`src/hw/icf_defines.svh`:
```
`ifndef ICF_DEFINES_SVH
`define ICF_DEFINES_SVH

// =============================================
// Register byte addresses
`define ICF_ADDR_MAIN       12'h000
`define ICF_ADDR_EDGE_PRIO  12'h004
`define ICF_ADDR_EXT_PINS   12'h008
`define ICF_ADDR_PERIPH_ONE 12'h00C
`define ICF_ADDR_PERIPH_EN  12'h010
`define ICF_ADDR_RESET_CTRL 12'h014
`define ICF_ADDR_VECTOR     12'h018

// =============================================
// Main control register fields
`define ICF_MAIN_GLOBAL_HIGH   7
`define ICF_MAIN_PERIPH_LOW    6
`define ICF_MAIN_TMR0_EN       5
`define ICF_MAIN_EXT0_EN       4
`define ICF_MAIN_PORT_EN       3
`define ICF_MAIN_TMR0_FLAG     2
`define ICF_MAIN_EXT0_FLAG     1
`define ICF_MAIN_PORT_FLAG     0

// =============================================
// Edge and priority register fields
`define ICF_EP_PULLUP_DIS      7
`define ICF_EP_EDGE0           6
`define ICF_EP_EDGE1           5
`define ICF_EP_EDGE2           4
`define ICF_EP_TMR0_PRIO       2
`define ICF_EP_PORT_PRIO       0

// =============================================
// External pin register fields
`define ICF_XP_EXT2_PRIO       7
`define ICF_XP_EXT1_PRIO       6
`define ICF_XP_EXT2_EN         4
`define ICF_XP_EXT1_EN         3
`define ICF_XP_EXT2_FLAG       1
`define ICF_XP_EXT1_FLAG       0

// =============================================
// Reset values and masks
`define ICF_RST_MAIN        8'h00
`define ICF_RST_EDGE_PRIO   8'hF5
`define ICF_RST_EXT_PINS    8'hC0
`define ICF_RST_PERIPH_ONE  8'h00
`define ICF_RST_PERIPH_EN   8'h00
`define ICF_RST_PRIO_ON     1'b0
`define ICF_MASK_EDGE_PRIO  8'hF5
`define ICF_MASK_EXT_PINS   8'hDB
`define ICF_PRIO_ON_BIT     7

// =============================================
// Vector addresses
`define ICF_VEC_HIGH        24'h000008
`define ICF_VEC_LOW         24'h000018

`endif

```
`src/hw/icf_pkg.sv`:
```
package icf_pkg;

    typedef struct packed {
        logic       timer_zero_overflow;
        logic       ext_pin_zero_edge;
        logic       ext_pin_one_edge;
        logic       ext_pin_two_edge;
        logic       parallel_port_access;
        logic       conversion_done;
        logic       serial_rx_full;
        logic       serial_tx_empty;
        logic       sync_serial_done;
        logic       capture_compare;
        logic       timer_two_match;
        logic       timer_one_overflow;
    } icf_events_type;

    typedef struct packed {
        logic        request;
        logic        high_priority;
        logic [23:0] vector;
    } icf_request_type;

    typedef enum logic [1:0] {
        ICF_IDLE      = 2'b00,
        ICF_REQ_HIGH  = 2'b01,
        ICF_REQ_LOW   = 2'b10
    } icf_state_type;

endpackage

```
`src/hw/icf_edge_detect.sv`:
```
`timescale 1ns/1ps
`include "icf_defines.svh"

module icf_edge_detect (
    input  wire logic       clk,
    input  wire logic       rstn,
    input  wire logic [2:0] pin,
    input  wire logic [2:0] rising_sel,
    output logic      [2:0] hit
);

    logic [2:0] prev_q;

    // =============================================
    // Per pin edge selection
    always_ff @(posedge clk or negedge rstn) begin
        if (!rstn) begin
            prev_q <= 3'h0;
        end else begin
            prev_q <= pin;
        end
    end

    genvar gi;
    generate
        for (gi = 0; gi < 3; gi++) begin : g_pin
            assign hit[gi] = rising_sel[gi] ? (pin[gi] & ~prev_q[gi])
                                            : (~pin[gi] & prev_q[gi]);
        end
    endgenerate

endmodule // icf_edge_detect

```
`src/hw/icf_interrupt_flags.sv`:
```
// Local design decisions: register access over APB and the address map.
`timescale 1ns/1ps
`include "icf_defines.svh"

// Overview of operation
// - Flags set regardless of any enable bit
// - Bit7 global, or high-priority enable
// - Bit6 peripheral, or low-priority enable
// - Main bits 5,4,3 are source enables
// - Timer zero and pin zero flags
// - Port change flag on upper-pin mismatch
// - Mismatch keeps flag set until port read
// - Bit7 disables pull-ups, else latch decides
// - Edge select per external pin
// - Timer zero and port change priorities
// - Second register bits 3,1 read zero
// - Pin two/one priorities reset to one
// - Pin two/one enables
// - Pin two/one flags; bits 5,2 zero
// - Parallel port flag, software cleared
// - Conversion done flag, software cleared
// - Receive full flag, read only
// - Transmit empty flag, read only
// - Sync serial done flag
// - Capture or compare flag, unused pulse-width
// - Timer two match, timer one overflow flags
// - Priority levels only when enable bit set
// - Request vector, clear global (high) or peripheral (low) enable on response
module icf_interrupt_flags (
    input  wire logic                   clk,
    input  wire logic                   rstn,
    input  wire logic [11:0]            paddr,
    input  wire logic                   psel,
    input  wire logic                   penable,
    input  wire logic                   pwrite,
    input  wire logic [31:0]            pwdata,
    output logic      [31:0]            prdata,
    output logic                        pready,
    output logic                        pslverr,
    input  wire icf_pkg::icf_events_type events,
    input  wire logic [2:0]             ext_pins,
    input  wire logic [3:0]             upper_port_pins,
    input  wire logic [7:0]             port_latch,
    input  wire logic                   port_read,
    input  wire logic                   serial_rx_buffer_read,
    input  wire logic                   serial_tx_buffer_write,
    input  wire logic                   pulse_width_mode,
    input  wire logic                   irq_ack,
    input  wire logic                   irq_return,
    output icf_pkg::icf_request_type    irq_req,
    output logic      [7:0]             pullup_en
);

    // =============================================
    // Registers
    logic [7:0] main_q;
    logic [7:0] edge_prio_q;
    logic [7:0] ext_pins_q;
    logic [7:0] periph_flags_q;
    logic [7:0] periph_en_q;
    logic [7:0] periph_prio_q;
    logic       prio_levels_on_q;
    logic       rx_full_q;
    logic       tx_empty_q;
    logic       last_high_q;
    icf_pkg::icf_state_type state_q;

    // =============================================
    // Bus decode
    logic       wr_en;
    logic       addr_ok;
    logic [7:0] wbyte;

    assign wr_en = psel && penable && pwrite;
    assign wbyte = pwdata[7:0];
    assign addr_ok = (paddr == `ICF_ADDR_MAIN) || (paddr == `ICF_ADDR_EDGE_PRIO) ||
                     (paddr == `ICF_ADDR_EXT_PINS) || (paddr == `ICF_ADDR_PERIPH_ONE) ||
                     (paddr == `ICF_ADDR_PERIPH_EN) || (paddr == `ICF_ADDR_RESET_CTRL) ||
                     (paddr == `ICF_ADDR_VECTOR);

    logic wr_main;
    logic wr_ep;
    logic wr_xp;
    logic wr_p1;
    assign wr_main = wr_en && (paddr == `ICF_ADDR_MAIN);
    assign wr_ep   = wr_en && (paddr == `ICF_ADDR_EDGE_PRIO);
    assign wr_xp   = wr_en && (paddr == `ICF_ADDR_EXT_PINS);
    assign wr_p1   = wr_en && (paddr == `ICF_ADDR_PERIPH_ONE);

    // =============================================
    // Event sources
    logic [2:0] edge_hit;
    logic       port_mismatch;

    icf_edge_detect u_edge (
        .clk        (clk),
        .rstn       (rstn),
        .pin        (ext_pins),
        .rising_sel ({edge_prio_q[`ICF_EP_EDGE2], edge_prio_q[`ICF_EP_EDGE1],
                      edge_prio_q[`ICF_EP_EDGE0]}),
        .hit        (edge_hit)
    );

    icf_port_change u_port (
        .clk             (clk),
        .rstn            (rstn),
        .upper_port_pins (upper_port_pins),
        .port_read       (port_read),
        .mismatch        (port_mismatch)
    );

    logic ack_high;
    logic ack_low;
    assign ack_high = irq_ack && state_q == icf_pkg::ICF_REQ_HIGH;
    assign ack_low  = irq_ack && state_q == icf_pkg::ICF_REQ_LOW;

    // =============================================
    // Main control register
    logic [7:0] main_d;
    always_comb begin
        main_d = wr_main ? wbyte : main_q;
        main_d[`ICF_MAIN_TMR0_FLAG] |= events.timer_zero_overflow;
        main_d[`ICF_MAIN_EXT0_FLAG] |= edge_hit[0];
        main_d[`ICF_MAIN_PORT_FLAG] |= port_mismatch;
        if (ack_high) begin
            main_d[`ICF_MAIN_GLOBAL_HIGH] = 1'b0;
        end
        if (ack_low) begin
            main_d[`ICF_MAIN_PERIPH_LOW] = 1'b0;
        end
        // Return re-opens whichever enable the response closed
        if (irq_return) begin
            if (last_high_q || !prio_levels_on_q) begin
                main_d[`ICF_MAIN_GLOBAL_HIGH] = 1'b1;
            end else begin
                main_d[`ICF_MAIN_PERIPH_LOW] = 1'b1;
            end
        end
    end
    always_ff @(posedge clk or negedge rstn) begin
        if (!rstn) begin
            main_q <= `ICF_RST_MAIN;
        end else begin
            main_q <= main_d;
        end
    end

    // =============================================
    // Edge and priority register
    always_ff @(posedge clk or negedge rstn) begin
        if (!rstn) begin
            edge_prio_q <= `ICF_RST_EDGE_PRIO;
        end else if (wr_ep) begin
            edge_prio_q <= wbyte & `ICF_MASK_EDGE_PRIO;
        end
    end

    // =============================================
    // External pin register
    logic [7:0] ext_pins_d;
    always_comb begin
        ext_pins_d = wr_xp ? (wbyte & `ICF_MASK_EXT_PINS) : ext_pins_q;
        ext_pins_d[`ICF_XP_EXT2_FLAG] |= edge_hit[2];
        ext_pins_d[`ICF_XP_EXT1_FLAG] |= edge_hit[1];
    end
    always_ff @(posedge clk or negedge rstn) begin
        if (!rstn) begin
            ext_pins_q <= `ICF_RST_EXT_PINS;
        end else begin
            ext_pins_q <= ext_pins_d;
        end
    end

    // =============================================
    // First peripheral flag register
    logic [7:0] periph_flags_d;
    always_comb begin
        periph_flags_d = wr_p1 ? wbyte : periph_flags_q;
        periph_flags_d[7] |= events.parallel_port_access;
        periph_flags_d[6] |= events.conversion_done;
        periph_flags_d[5] = 1'b0;
        periph_flags_d[4] = 1'b0;
        periph_flags_d[3] |= events.sync_serial_done;
        periph_flags_d[2] |= events.capture_compare & ~pulse_width_mode;
        periph_flags_d[1] |= events.timer_two_match;
        periph_flags_d[0] |= events.timer_one_overflow;
    end
    always_ff @(posedge clk or negedge rstn) begin
        if (!rstn) begin
            periph_flags_q <= `ICF_RST_PERIPH_ONE;
        end else begin
            periph_flags_q <= periph_flags_d;
        end
    end

    // Read-only buffer status, driven by the serial unit
    always_ff @(posedge clk or negedge rstn) begin
        if (!rstn) begin
            rx_full_q  <= 1'b0;
            tx_empty_q <= 1'b1;
        end else begin
            rx_full_q  <= events.serial_rx_full |
                          (rx_full_q & ~serial_rx_buffer_read);
            tx_empty_q <= events.serial_tx_empty |
                          (tx_empty_q & ~serial_tx_buffer_write);
        end
    end

    // =============================================
    // Peripheral enables, priorities and priority mode
    always_ff @(posedge clk or negedge rstn) begin
        if (!rstn) begin
            periph_en_q      <= `ICF_RST_PERIPH_EN;
            periph_prio_q    <= 8'hFF;
            prio_levels_on_q <= `ICF_RST_PRIO_ON;
        end else if (wr_en && paddr == `ICF_ADDR_PERIPH_EN) begin
            periph_en_q   <= wbyte;
            periph_prio_q <= pwdata[15:8];
        end else if (wr_en && paddr == `ICF_ADDR_RESET_CTRL) begin
            prio_levels_on_q <= wbyte[`ICF_PRIO_ON_BIT];
        end
    end

    // =============================================
    // Request evaluation
    logic [7:0] p1_view;
    logic [7:0] p_pend;
    logic [4:0] core_pend;
    logic [4:0] core_prio;
    logic       any_high;
    logic       any_low;

    assign p1_view = {periph_flags_q[7:6], rx_full_q, tx_empty_q, periph_flags_q[3:0]};
    assign p_pend  = p1_view & periph_en_q;
    assign core_pend = {main_q[`ICF_MAIN_TMR0_FLAG] & main_q[`ICF_MAIN_TMR0_EN],
                        main_q[`ICF_MAIN_EXT0_FLAG] & main_q[`ICF_MAIN_EXT0_EN],
                        main_q[`ICF_MAIN_PORT_FLAG] & main_q[`ICF_MAIN_PORT_EN],
                        ext_pins_q[`ICF_XP_EXT2_FLAG] & ext_pins_q[`ICF_XP_EXT2_EN],
                        ext_pins_q[`ICF_XP_EXT1_FLAG] & ext_pins_q[`ICF_XP_EXT1_EN]};
    // Pin zero has no priority bit: always high
    assign core_prio = {edge_prio_q[`ICF_EP_TMR0_PRIO], 1'b1, edge_prio_q[`ICF_EP_PORT_PRIO],
                        ext_pins_q[`ICF_XP_EXT2_PRIO], ext_pins_q[`ICF_XP_EXT1_PRIO]};

    always_comb begin
        if (!prio_levels_on_q) begin
            // Single-level: priority bits ignored, one vector
            any_high = main_q[`ICF_MAIN_GLOBAL_HIGH] &&
                       ((|core_pend) || (main_q[`ICF_MAIN_PERIPH_LOW] && (|p_pend)));
            any_low  = 1'b0;
        end else begin
            any_high = main_q[`ICF_MAIN_GLOBAL_HIGH] &&
                       ((|(core_pend & core_prio)) || (|(p_pend & periph_prio_q)));
            // Low level is also held off while a high request waits for its ack
            any_low  = main_q[`ICF_MAIN_PERIPH_LOW] && !(state_q == icf_pkg::ICF_REQ_HIGH) &&
                       ((|(core_pend & ~core_prio)) || (|(p_pend & ~periph_prio_q)));
        end
    end

    // =============================================
    // Request state machine
    always_ff @(posedge clk or negedge rstn) begin
        if (!rstn) begin
            state_q     <= icf_pkg::ICF_IDLE;
            irq_req     <= '0;
            last_high_q <= 1'b0;
        end else begin
            unique case (state_q)
                icf_pkg::ICF_IDLE: begin
                    if (any_high) begin
                        state_q <= icf_pkg::ICF_REQ_HIGH;
                        irq_req <= '{request: 1'b1, high_priority: 1'b1,
                                     vector: `ICF_VEC_HIGH};
                    end else if (any_low) begin
                        state_q <= icf_pkg::ICF_REQ_LOW;
                        irq_req <= '{request: 1'b1, high_priority: 1'b0, vector: `ICF_VEC_LOW};
                    end
                end
                icf_pkg::ICF_REQ_HIGH, icf_pkg::ICF_REQ_LOW: begin
                    if (irq_ack) begin
                        last_high_q <= (state_q == icf_pkg::ICF_REQ_HIGH);
                        state_q     <= icf_pkg::ICF_IDLE;
                        irq_req     <= '0;
                    end else if (state_q == icf_pkg::ICF_REQ_LOW && any_high) begin
                        state_q <= icf_pkg::ICF_REQ_HIGH;
                        irq_req <= '{request: 1'b1, high_priority: 1'b1, vector: `ICF_VEC_HIGH};
                    end else if (!any_high && !any_low) begin
                        state_q <= icf_pkg::ICF_IDLE;
                        irq_req <= '0;
                    end
                end
                default: begin
                    state_q <= icf_pkg::ICF_IDLE;
                    irq_req <= '0;
                end
            endcase
        end
    end

    // =============================================
    // Pull-up control
    always_ff @(posedge clk or negedge rstn) begin
        if (!rstn) begin
            pullup_en <= 8'h00;
        end else begin
            pullup_en <= edge_prio_q[`ICF_EP_PULLUP_DIS] ? 8'h00 : port_latch;
        end
    end

    // =============================================
    // Read data, wait state free
    always_ff @(posedge clk or negedge rstn) begin
        if (!rstn) begin
            prdata  <= 32'h0;
            pready  <= 1'b0;
            pslverr <= 1'b0;
        end else begin
            pready  <= psel && !penable;
            pslverr <= psel && !penable && !addr_ok;
            prdata  <= 32'h0;
            if (psel && !penable && !pwrite) begin
                unique case (paddr)
                    `ICF_ADDR_MAIN:       prdata <= {24'h0, main_q};
                    `ICF_ADDR_EDGE_PRIO:  prdata <= {24'h0, edge_prio_q};
                    `ICF_ADDR_EXT_PINS:   prdata <= {24'h0, ext_pins_q};
                    `ICF_ADDR_PERIPH_ONE: prdata <= {24'h0, p1_view};
                    `ICF_ADDR_PERIPH_EN:  prdata <= {16'h0, periph_prio_q, periph_en_q};
                    `ICF_ADDR_RESET_CTRL: prdata <= {24'h0, prio_levels_on_q, 7'h00};
                    `ICF_ADDR_VECTOR:     prdata <= {6'h00, state_q, irq_req.vector};
                    default:              prdata <= 32'h0;
                endcase
            end
        end
    end

endmodule // icf_interrupt_flags

```
`src/hw/icf_port_change.sv`:
```
`timescale 1ns/1ps

module icf_port_change (
    input  wire logic       clk,
    input  wire logic       rstn,
    input  wire logic [3:0] upper_port_pins,
    input  wire logic       port_read,
    output logic            mismatch
);

    // Latched on each port read; a read ends the mismatch
    logic [3:0] snap_q;
    logic       armed_q;

    always_ff @(posedge clk or negedge rstn) begin
        if (!rstn) begin
            snap_q  <= 4'h0;
            armed_q <= 1'b0;
        end else if (port_read || !armed_q) begin
            snap_q  <= upper_port_pins;
            armed_q <= 1'b1;
        end
    end

    assign mismatch = armed_q && (snap_q != upper_port_pins);

endmodule // icf_port_change
```
`config.mk`:
```
export PLATFORM = sky130hd
export DESIGN_NAME = icf_interrupt_flags
export DESIGN_NICKNAME = d
export VERILOG_FILES = /design/src/hw/icf_pkg.sv /design/src/hw/icf_edge_detect.sv /design/src/hw/icf_interrupt_flags.sv /design/src/hw/icf_port_change.sv
export VERILOG_INCLUDE_DIRS = /design/src /design/src/hw
export SDC_FILE = /design/constraint.sdc
export NUM_CORES = 1
export LEC_CHECK = 0
export ABC_AREA = 1
export BUFFER_PORTS_ARGS = -buffer_cell sky130_fd_sc_hd__buf_2
export CORE_ASPECT_RATIO = 2
export CORE_MARGIN = 2
export CORE_UTILIZATION = 50
export DETAILED_ROUTE_END_ITERATION = 6
export HOLD_SLACK_MARGIN = 0.1
export PLACE_DENSITY = 0.8
export SYNTH_ARGS = -nofsm -noshare
export SYNTH_HDL_FRONTEND = slang
export SYNTH_SLANG_ARGS = --single-unit
```
`constraint.sdc`:
```
create_clock -name clk -period 1.7 [get_ports clk]
set_input_delay 0.085 -clock clk [delete_from_list [all_inputs] [get_ports clk]]
set_output_delay 0.085 -clock clk [all_outputs]
set_load 0.1 [all_outputs]
```
# Word level (Yosys, flattened, before mapping)
# Cells that the tools add are included.
# word_totals
elab_cells,158
output_inout_bits,68
ff_bits,124
in_bits,82
# op_classes
n_bitwise,44
n_eq_ne,11
reduce_logical,52
n_mux,28
# ops
operator,n
26-bit one-hot mux with 7 select lines,1
26-bit two-way mux,6
26-bit one-hot mux with 2 select lines,1
12-bit by 5-bit equality test with 1-bit output (second input constant),3
8-bit AND,3
12-bit by 4-bit equality test with 1-bit output (second input constant),2
8-bit two-way mux,3
8-bit OR reduction,3
1-bit logical AND,21
5-bit OR reduction,3
1-bit AND,14
2-bit two-way mux,7
1-bit bitwise OR,13
12-bit by 3-bit equality test with 1-bit output (second input constant),1
12-bit logical NOT,1
1-bit logical OR,11
5-bit AND,2
1-bit NOT,10
1-bit two-way mux,9
1-bit logical NOT,8
8-bit NOT,1
2-bit AND reduction,3
5-bit NOT,1
4-bit != test,1
other kinds (7),7

# Longest topological paths before layout
# depth
word_depth,12
depth_mapped,12
ltp_nobuf,12

# Hierarchy
# From an unflattened synthesis, not the netlist that was laid out.
# hier_totals
cells_unflattened,521
hier_area_um2,4365.4
# modules_own_cells
mod,cells_per_inst,area_each_um2,n_inst
icf_interrupt_flags,460,3927.5,1
icf_port_change,40,287.8,1
icf_edge_detect,21,150.1,1

# Least setup slack after synthesis
# OpenSTA, ideal clock, no wires.
# synth_path
path_kind,register to register
startpoint,reg state_q[1]
endpoint,reg state_q[0]
period_less_slack_ns,2.072
slack_ns,-0.372
stages_incl_launch_ff,9
required_ns,1.579
arrival_time_ns,1.951
setup_ns,0.121
path_cell_list,dfrtp_1 inv_1 ha_1 nor3_1 nand2_1 nand3b_1 nand2_1 nand2_1 nand2_1
# synth_via
elab_chain_len,9
# synth_lines
item,line_no,text
from (decl),icf_interrupt_flags.sv:66,icf_pkg::icf_state_type state_q;
from (signal assigned),icf_interrupt_flags.sv:263,state_q <= icf_pkg::ICF_IDLE;
from (signal assigned),icf_interrupt_flags.sv:270,state_q <= icf_pkg::ICF_REQ_HIGH;
from (signal assigned),icf_interrupt_flags.sv:274,state_q <= icf_pkg::ICF_REQ_LOW;
2-bit by 1-bit equality test with 1-bit output,"icf_interrupt_flags.sv:254, icf_interrupt_flags.sv:267",
1-bit logical NOT,icf_interrupt_flags.sv:254,any_low = main_q[`ICF_MAIN_PERIPH_LOW] && !(state_q == icf_pkg::ICF_REQ_HIGH) &&
1-bit logical AND (2 in series),icf_interrupt_flags.sv:254,
1-bit two-way mux,icf_interrupt_flags.sv:245,if (!prio_levels_on_q) begin
1-bit logical NOT,icf_interrupt_flags.sv:286,end else if (!any_high && !any_low) begin
1-bit logical AND,icf_interrupt_flags.sv:286,
4-bit != test (no source line),n/a,
2-bit AND reduction (no source line),n/a,
# Parallel ways exist; a longest one is shown, timed or not.
# A chain may end at the register's enable or synchronous reset.

# Worst setup path in the final report
# layout_path
startpoint,reg periph_prio_q[7]
endpoint,reg irq_req[3] (netlist name)
# layout_via
elab_chain_len,10
# layout_lines
item,line_no,text
from (decl),icf_interrupt_flags.sv:61,logic [7:0] periph_prio_q;
from (signal assigned),icf_interrupt_flags.sv:218,periph_prio_q <= pwdata[15:8];
8-bit NOT,icf_interrupt_flags.sv:255,((|(core_pend & ~core_prio)) || (|(p_pend & ~periph_prio_q)));
8-bit AND,icf_interrupt_flags.sv:255,
8-bit OR reduction,icf_interrupt_flags.sv:255,
1-bit logical OR,icf_interrupt_flags.sv:255,
1-bit logical AND,icf_interrupt_flags.sv:254,
1-bit two-way mux,icf_interrupt_flags.sv:245,
1-bit logical NOT,icf_interrupt_flags.sv:286,
1-bit logical AND,icf_interrupt_flags.sv:286,
4-bit != test (no source line),n/a,
2-bit AND reduction (no source line),n/a,
to (signal assigned),icf_interrupt_flags.sv:271,"irq_req <= '{request: 1'b1, high_priority: 1'b1,"
to (signal assigned),icf_interrupt_flags.sv:275,"irq_req <= '{request: 1'b1, high_priority: 1'b0, vector: `ICF_VEC_LOW};"
to (signal assigned),icf_interrupt_flags.sv:285,"irq_req <= '{request: 1'b1, high_priority: 1'b1, vector: `ICF_VEC_HIGH};"
to (decl),icf_interrupt_flags.sv:50,"output icf_pkg::icf_request_type irq_req,"
# Parallel ways exist; a longest one is shown, timed or not.

==> results.yml <==
status:
  run_status: "completed"
placed_design:
  port_buffers: 94
  place_hpwl_um: 8850
  placed_cells: 698
  gp_congestion: 0.986
  dpl-instance-area_um2: 4830
final_layout:
  layout.cells.most_common: "sky130_fd_sc_hd__buf_2"
  syn2layout_area_growth_pct: 31.1
  design.final.nets: 747
  final_layout_size_suffix_gt1_share_pct: 30.4
  post_layout_nonfiller_instances: 765
  final_area_um2: 5700
  insertedDiodeCount: 0
  final_cell_mix: "sky130_fd_sc_hd__buf_2, sky130_fd_sc_hd__nand2_1, sky130_fd_sc_hd__dfrtp_1, sky130_fd_sc_hd__inv_1, sky130_fd_sc_hd__dlygate4sd3_1"
power_and_ir_drop:
  pwr-share-comb_pct: 24.7
  power.total_mw: 5.25
  power.density_nw_per_um2: 921
  peakVddDrop_v: 0.000584
  p_int_mw: 3.44
  net-switching-power_mw: 1.81
  power_switching_share_pct: 34.5
  seq_power_share_pct: 41.2
  leakage_nw: 2.85
  p_clk_share_pct: 34.2
setup_path:
  crit_path_start_kind: "flop"
  worst-endpoint-required_ns: 1.92
  cpMostUsedCell: "sky130_fd_sc_hd__nand2_1"
  timing.critical_path.cells: "o22ai_1 -> nor2_1 -> nand3_1 -> nand2_1 -> nand2_1 -> nand2_1 -> nand2_1 -> nand2_1 -> nand2_1"
  worstSetupPathType: "flop to flop"
  arrival_ns: 1.92
  reg2reg_depth: 9
  crit_path_max_fanout: 4
  end_kind: "flop"
  cp_slowest_stage_delay_ns: 0.58
  critPathTopFamily: "simple AND/OR/NAND/NOR gates"
  critical_path.slowest_cell: "sky130_fd_sc_hd__dfstp_2"
  timing.critical_path.buf_inv: 0
  worst-path-stages: 9
clock_tree:
  clk_pin_slew_worst_paths_ns: 0.06
  number_of_buffers_inserted_during_clock_tree_synthesis: 9
  clkLatencyLatePin_ns: 0.34
  cts-htree-levels: 3
  tritoncts_sink_count: 85
  clock_tree_from_tritoncts: "done"
  cts_buffer_depth: 2
  ctsRootBufferMaster: "sky130_fd_sc_hd__clkbuf_16"
die:
  fp.coreArea_um2: 8530
  chipHeight_um: 136
  initial_utilization_pct: 51.0
  die_width_um: 69.9
  io_pins: 150
  placement_rows: 48
  design.die.area_um2: 9500
timing:
  post-route-period-util_pct: 99.9
  achievable-frequency_mhz: 589
  hold_slack_ns: 0.126
  min_period_ns: 1.70
  hold_viol_final: 0
  clock-skew-final_ns: 0.00481
  fin_tns_setup_ns: 0
  final_max_slew_viol_count: 0
  rsz0062_at_grt: "true"
  final-setup-viol-count: 0
synthesis:
  async_reset_ff_share_pct: 100
  netlist_area_um2: 4350
  yosys_warnings: 0
  yosysSeqAreaShare_pct: 49.4
  post_synth_inst_count: 508
  synth_seq_cells: 85
  synth_cell_types: 39
  synth-edff-count: 0
  avgSynthCellArea_um2: 8.56
  ys_dominant_reg_cell: "sky130_fd_sc_hd__dfrtp_1"
grt:
  first_global_vias: 3915
  grt_max_degree: 36
  grt_first_pass_wirelength_um: 18700
  overflow: 0
  grt_antenna_before_repair: 0
  grtUsageTotal_pct: 25.8
detailed_routing:
  drt-initial-drc-count: 253
  avgViaCountPerCell: 5.08
  detailedRoute.firstPassIterationCount: 4
  wirelength_um: 12000
  route.antenna.remaining_nets: 0
  route.vias.total: 3890
  avgRoutedWirePerCell_um: 15.7
  drc: 0
min_path:
  hold_path_class: "primary input to flop"
  hold-path-cell-count: 3
flow_run:
  maxCapViolCount: 0
-- worst reg2reg max path: stages, from the launching register on --
cell	delay (ns)
sky130_fd_sc_hd__dfstp_2	0.58
sky130_fd_sc_hd__o22ai_1	0.09
sky130_fd_sc_hd__nor2_1	0.16
sky130_fd_sc_hd__nand3_1	0.17
sky130_fd_sc_hd__nand2_1	0.13
sky130_fd_sc_hd__nand2_1	0.07
sky130_fd_sc_hd__nand2_1	0.14
sky130_fd_sc_hd__nand2_1	0.11
sky130_fd_sc_hd__nand2_1	0.08
sky130_fd_sc_hd__nand2_1	0.05
-- cell families (layout without fill, tap and decap cells) --
| kind of cell | after synthesis | after routing | share of synthesized area [%] |
|---|---|---|---|
| other | 2 | 37 | 0.173 |
| AND/OR/NAND/NOR | 214 | 214 | 22.8 |
| adder cells (fa/ha/maj) | 4 | 4 | 1.15 |
| XOR/XNOR | 4 | 4 | 0.806 |
| AO/OA/AOI/OAI | 80 | 80 | 10.6 |
| flip-flops | 85 | 85 | 49.4 |
| multiplexers | 6 | 6 | 1.55 |
| buffers and inverters | 113 | 235 | 13.5 |
-- power groups by stage --
stage | clock network, mW | registers [mW] | logic (mW)
finish | 1.79 | 2.16 | 1.30
global route | 1.90 | 2.17 | 1.36
CTS | 1.82 | 2.16 | 1.27
detailed placement | 0 | 2.19 | 1.18
global placement | 0 | 2.19 | 1.15
floorplan | 0 | 2.45 | 0.747
-- repair_timing --
| action | 4_1_cts | 5_1_grt |
|---|---|---|
| hold buffers | 47 | 0 |
| resized for setup | 2 | 22 |
| buffers inserted | 1 | 4 |
| hold endpoints to repair | 107 | 0 |
| pin swaps | 2 | 13 |
| setup endpoints to repair | 3 | 3 |
-- synthesized netlist by cell type (3+ instances only) --
cell	instances	area (um^2)
sky130_fd_sc_hd__nand2_1	96	360
sky130_fd_sc_hd__dfrtp_1	68	1700
sky130_fd_sc_hd__inv_1	57	214
sky130_fd_sc_hd__nor2_1	49	184
sky130_fd_sc_hd__buf_4	37	278
sky130_fd_sc_hd__o21ai_1	22	110
sky130_fd_sc_hd__o21ai_0	19	95.1
sky130_fd_sc_hd__a21oi_1	17	85.1
sky130_fd_sc_hd__dfstp_2	17	447
sky130_fd_sc_hd__nand3_1	17	85.1
sky130_fd_sc_hd__nor2_2	13	81.3
sky130_fd_sc_hd__nor3_1	13	65.1
sky130_fd_sc_hd__inv_2	9	33.8
sky130_fd_sc_hd__o22ai_1	8	50.1
sky130_fd_sc_hd__mux2_2	6	67.6
sky130_fd_sc_hd__nand2_2	6	37.5
sky130_fd_sc_hd__nand4_1	6	37.5
sky130_fd_sc_hd__clkbuf_1	4	15.0
sky130_fd_sc_hd__ha_1	4	50.1
sky130_fd_sc_hd__nor2_4	4	45.0
sky130_fd_sc_hd__xor2_1	4	35.0
sky130_fd_sc_hd__a211oi_1	3	22.5
sky130_fd_sc_hd__buf_2	3	15.0
sky130_fd_sc_hd__nand3b_1	3	22.5
-- per-layer routing --
layer  global-route usage [%]  wire length [um]
met1                     26.0              4120
met2                     49.8              6910
met3                     2.74               474
met4                     14.9               525
met5                        0                 0
-- registers in the layout, summed over array words and instances (netlist names), 2 cells and up --
name and flops:
prdata 18, main_q 8, periph_en_q 8, periph_prio_q 8
pullup_en 8, edge_prio_q 6, ext_pins_q 6, periph_flags_q 6
u_port.snap_q 4, u_edge.prev_q 3, state_q 2
-- layout make-up --
cell class                      instances  area [um^2]
Fill cell                             694         2830
Clock buffer                           13          260
Inverter                               67          256
Sequential cell                        85         2160
Clock inverter                          2         10.0
Timing Repair Buffer                  153         1060
Tap cell                              100          125
Multi-Input combinational cell        345         1830
-- metrics by stage --
stage,worst slack (ns),utilization (%)
finish,0.00233,66.8
floorplan,0.0645,-
CTS,0.000805,65.5
detailed placement,-0.00264,56.7
global placement,0.0637,56.7
global route,-0.0670,66.8
-- worst paths after layout --
kind	slack [ns]	endpoint	start
worst max-delay path	0.002	irq_req[3]	periph_prio_q[7]
worst min-delay path	0.13	periph_en_q[0]	pwdata[0]
worst max register to register	0.002	irq_req[3]	periph_prio_q[7]
worst min register to register	0.48	edge_prio_q[4]	edge_prio_q[4]
max in group asynchronous	0.79	edge_prio_q[7]	rstn
min in group asynchronous	0.26	main_q[1]	rstn
Power figures use the tool's default switching activity.
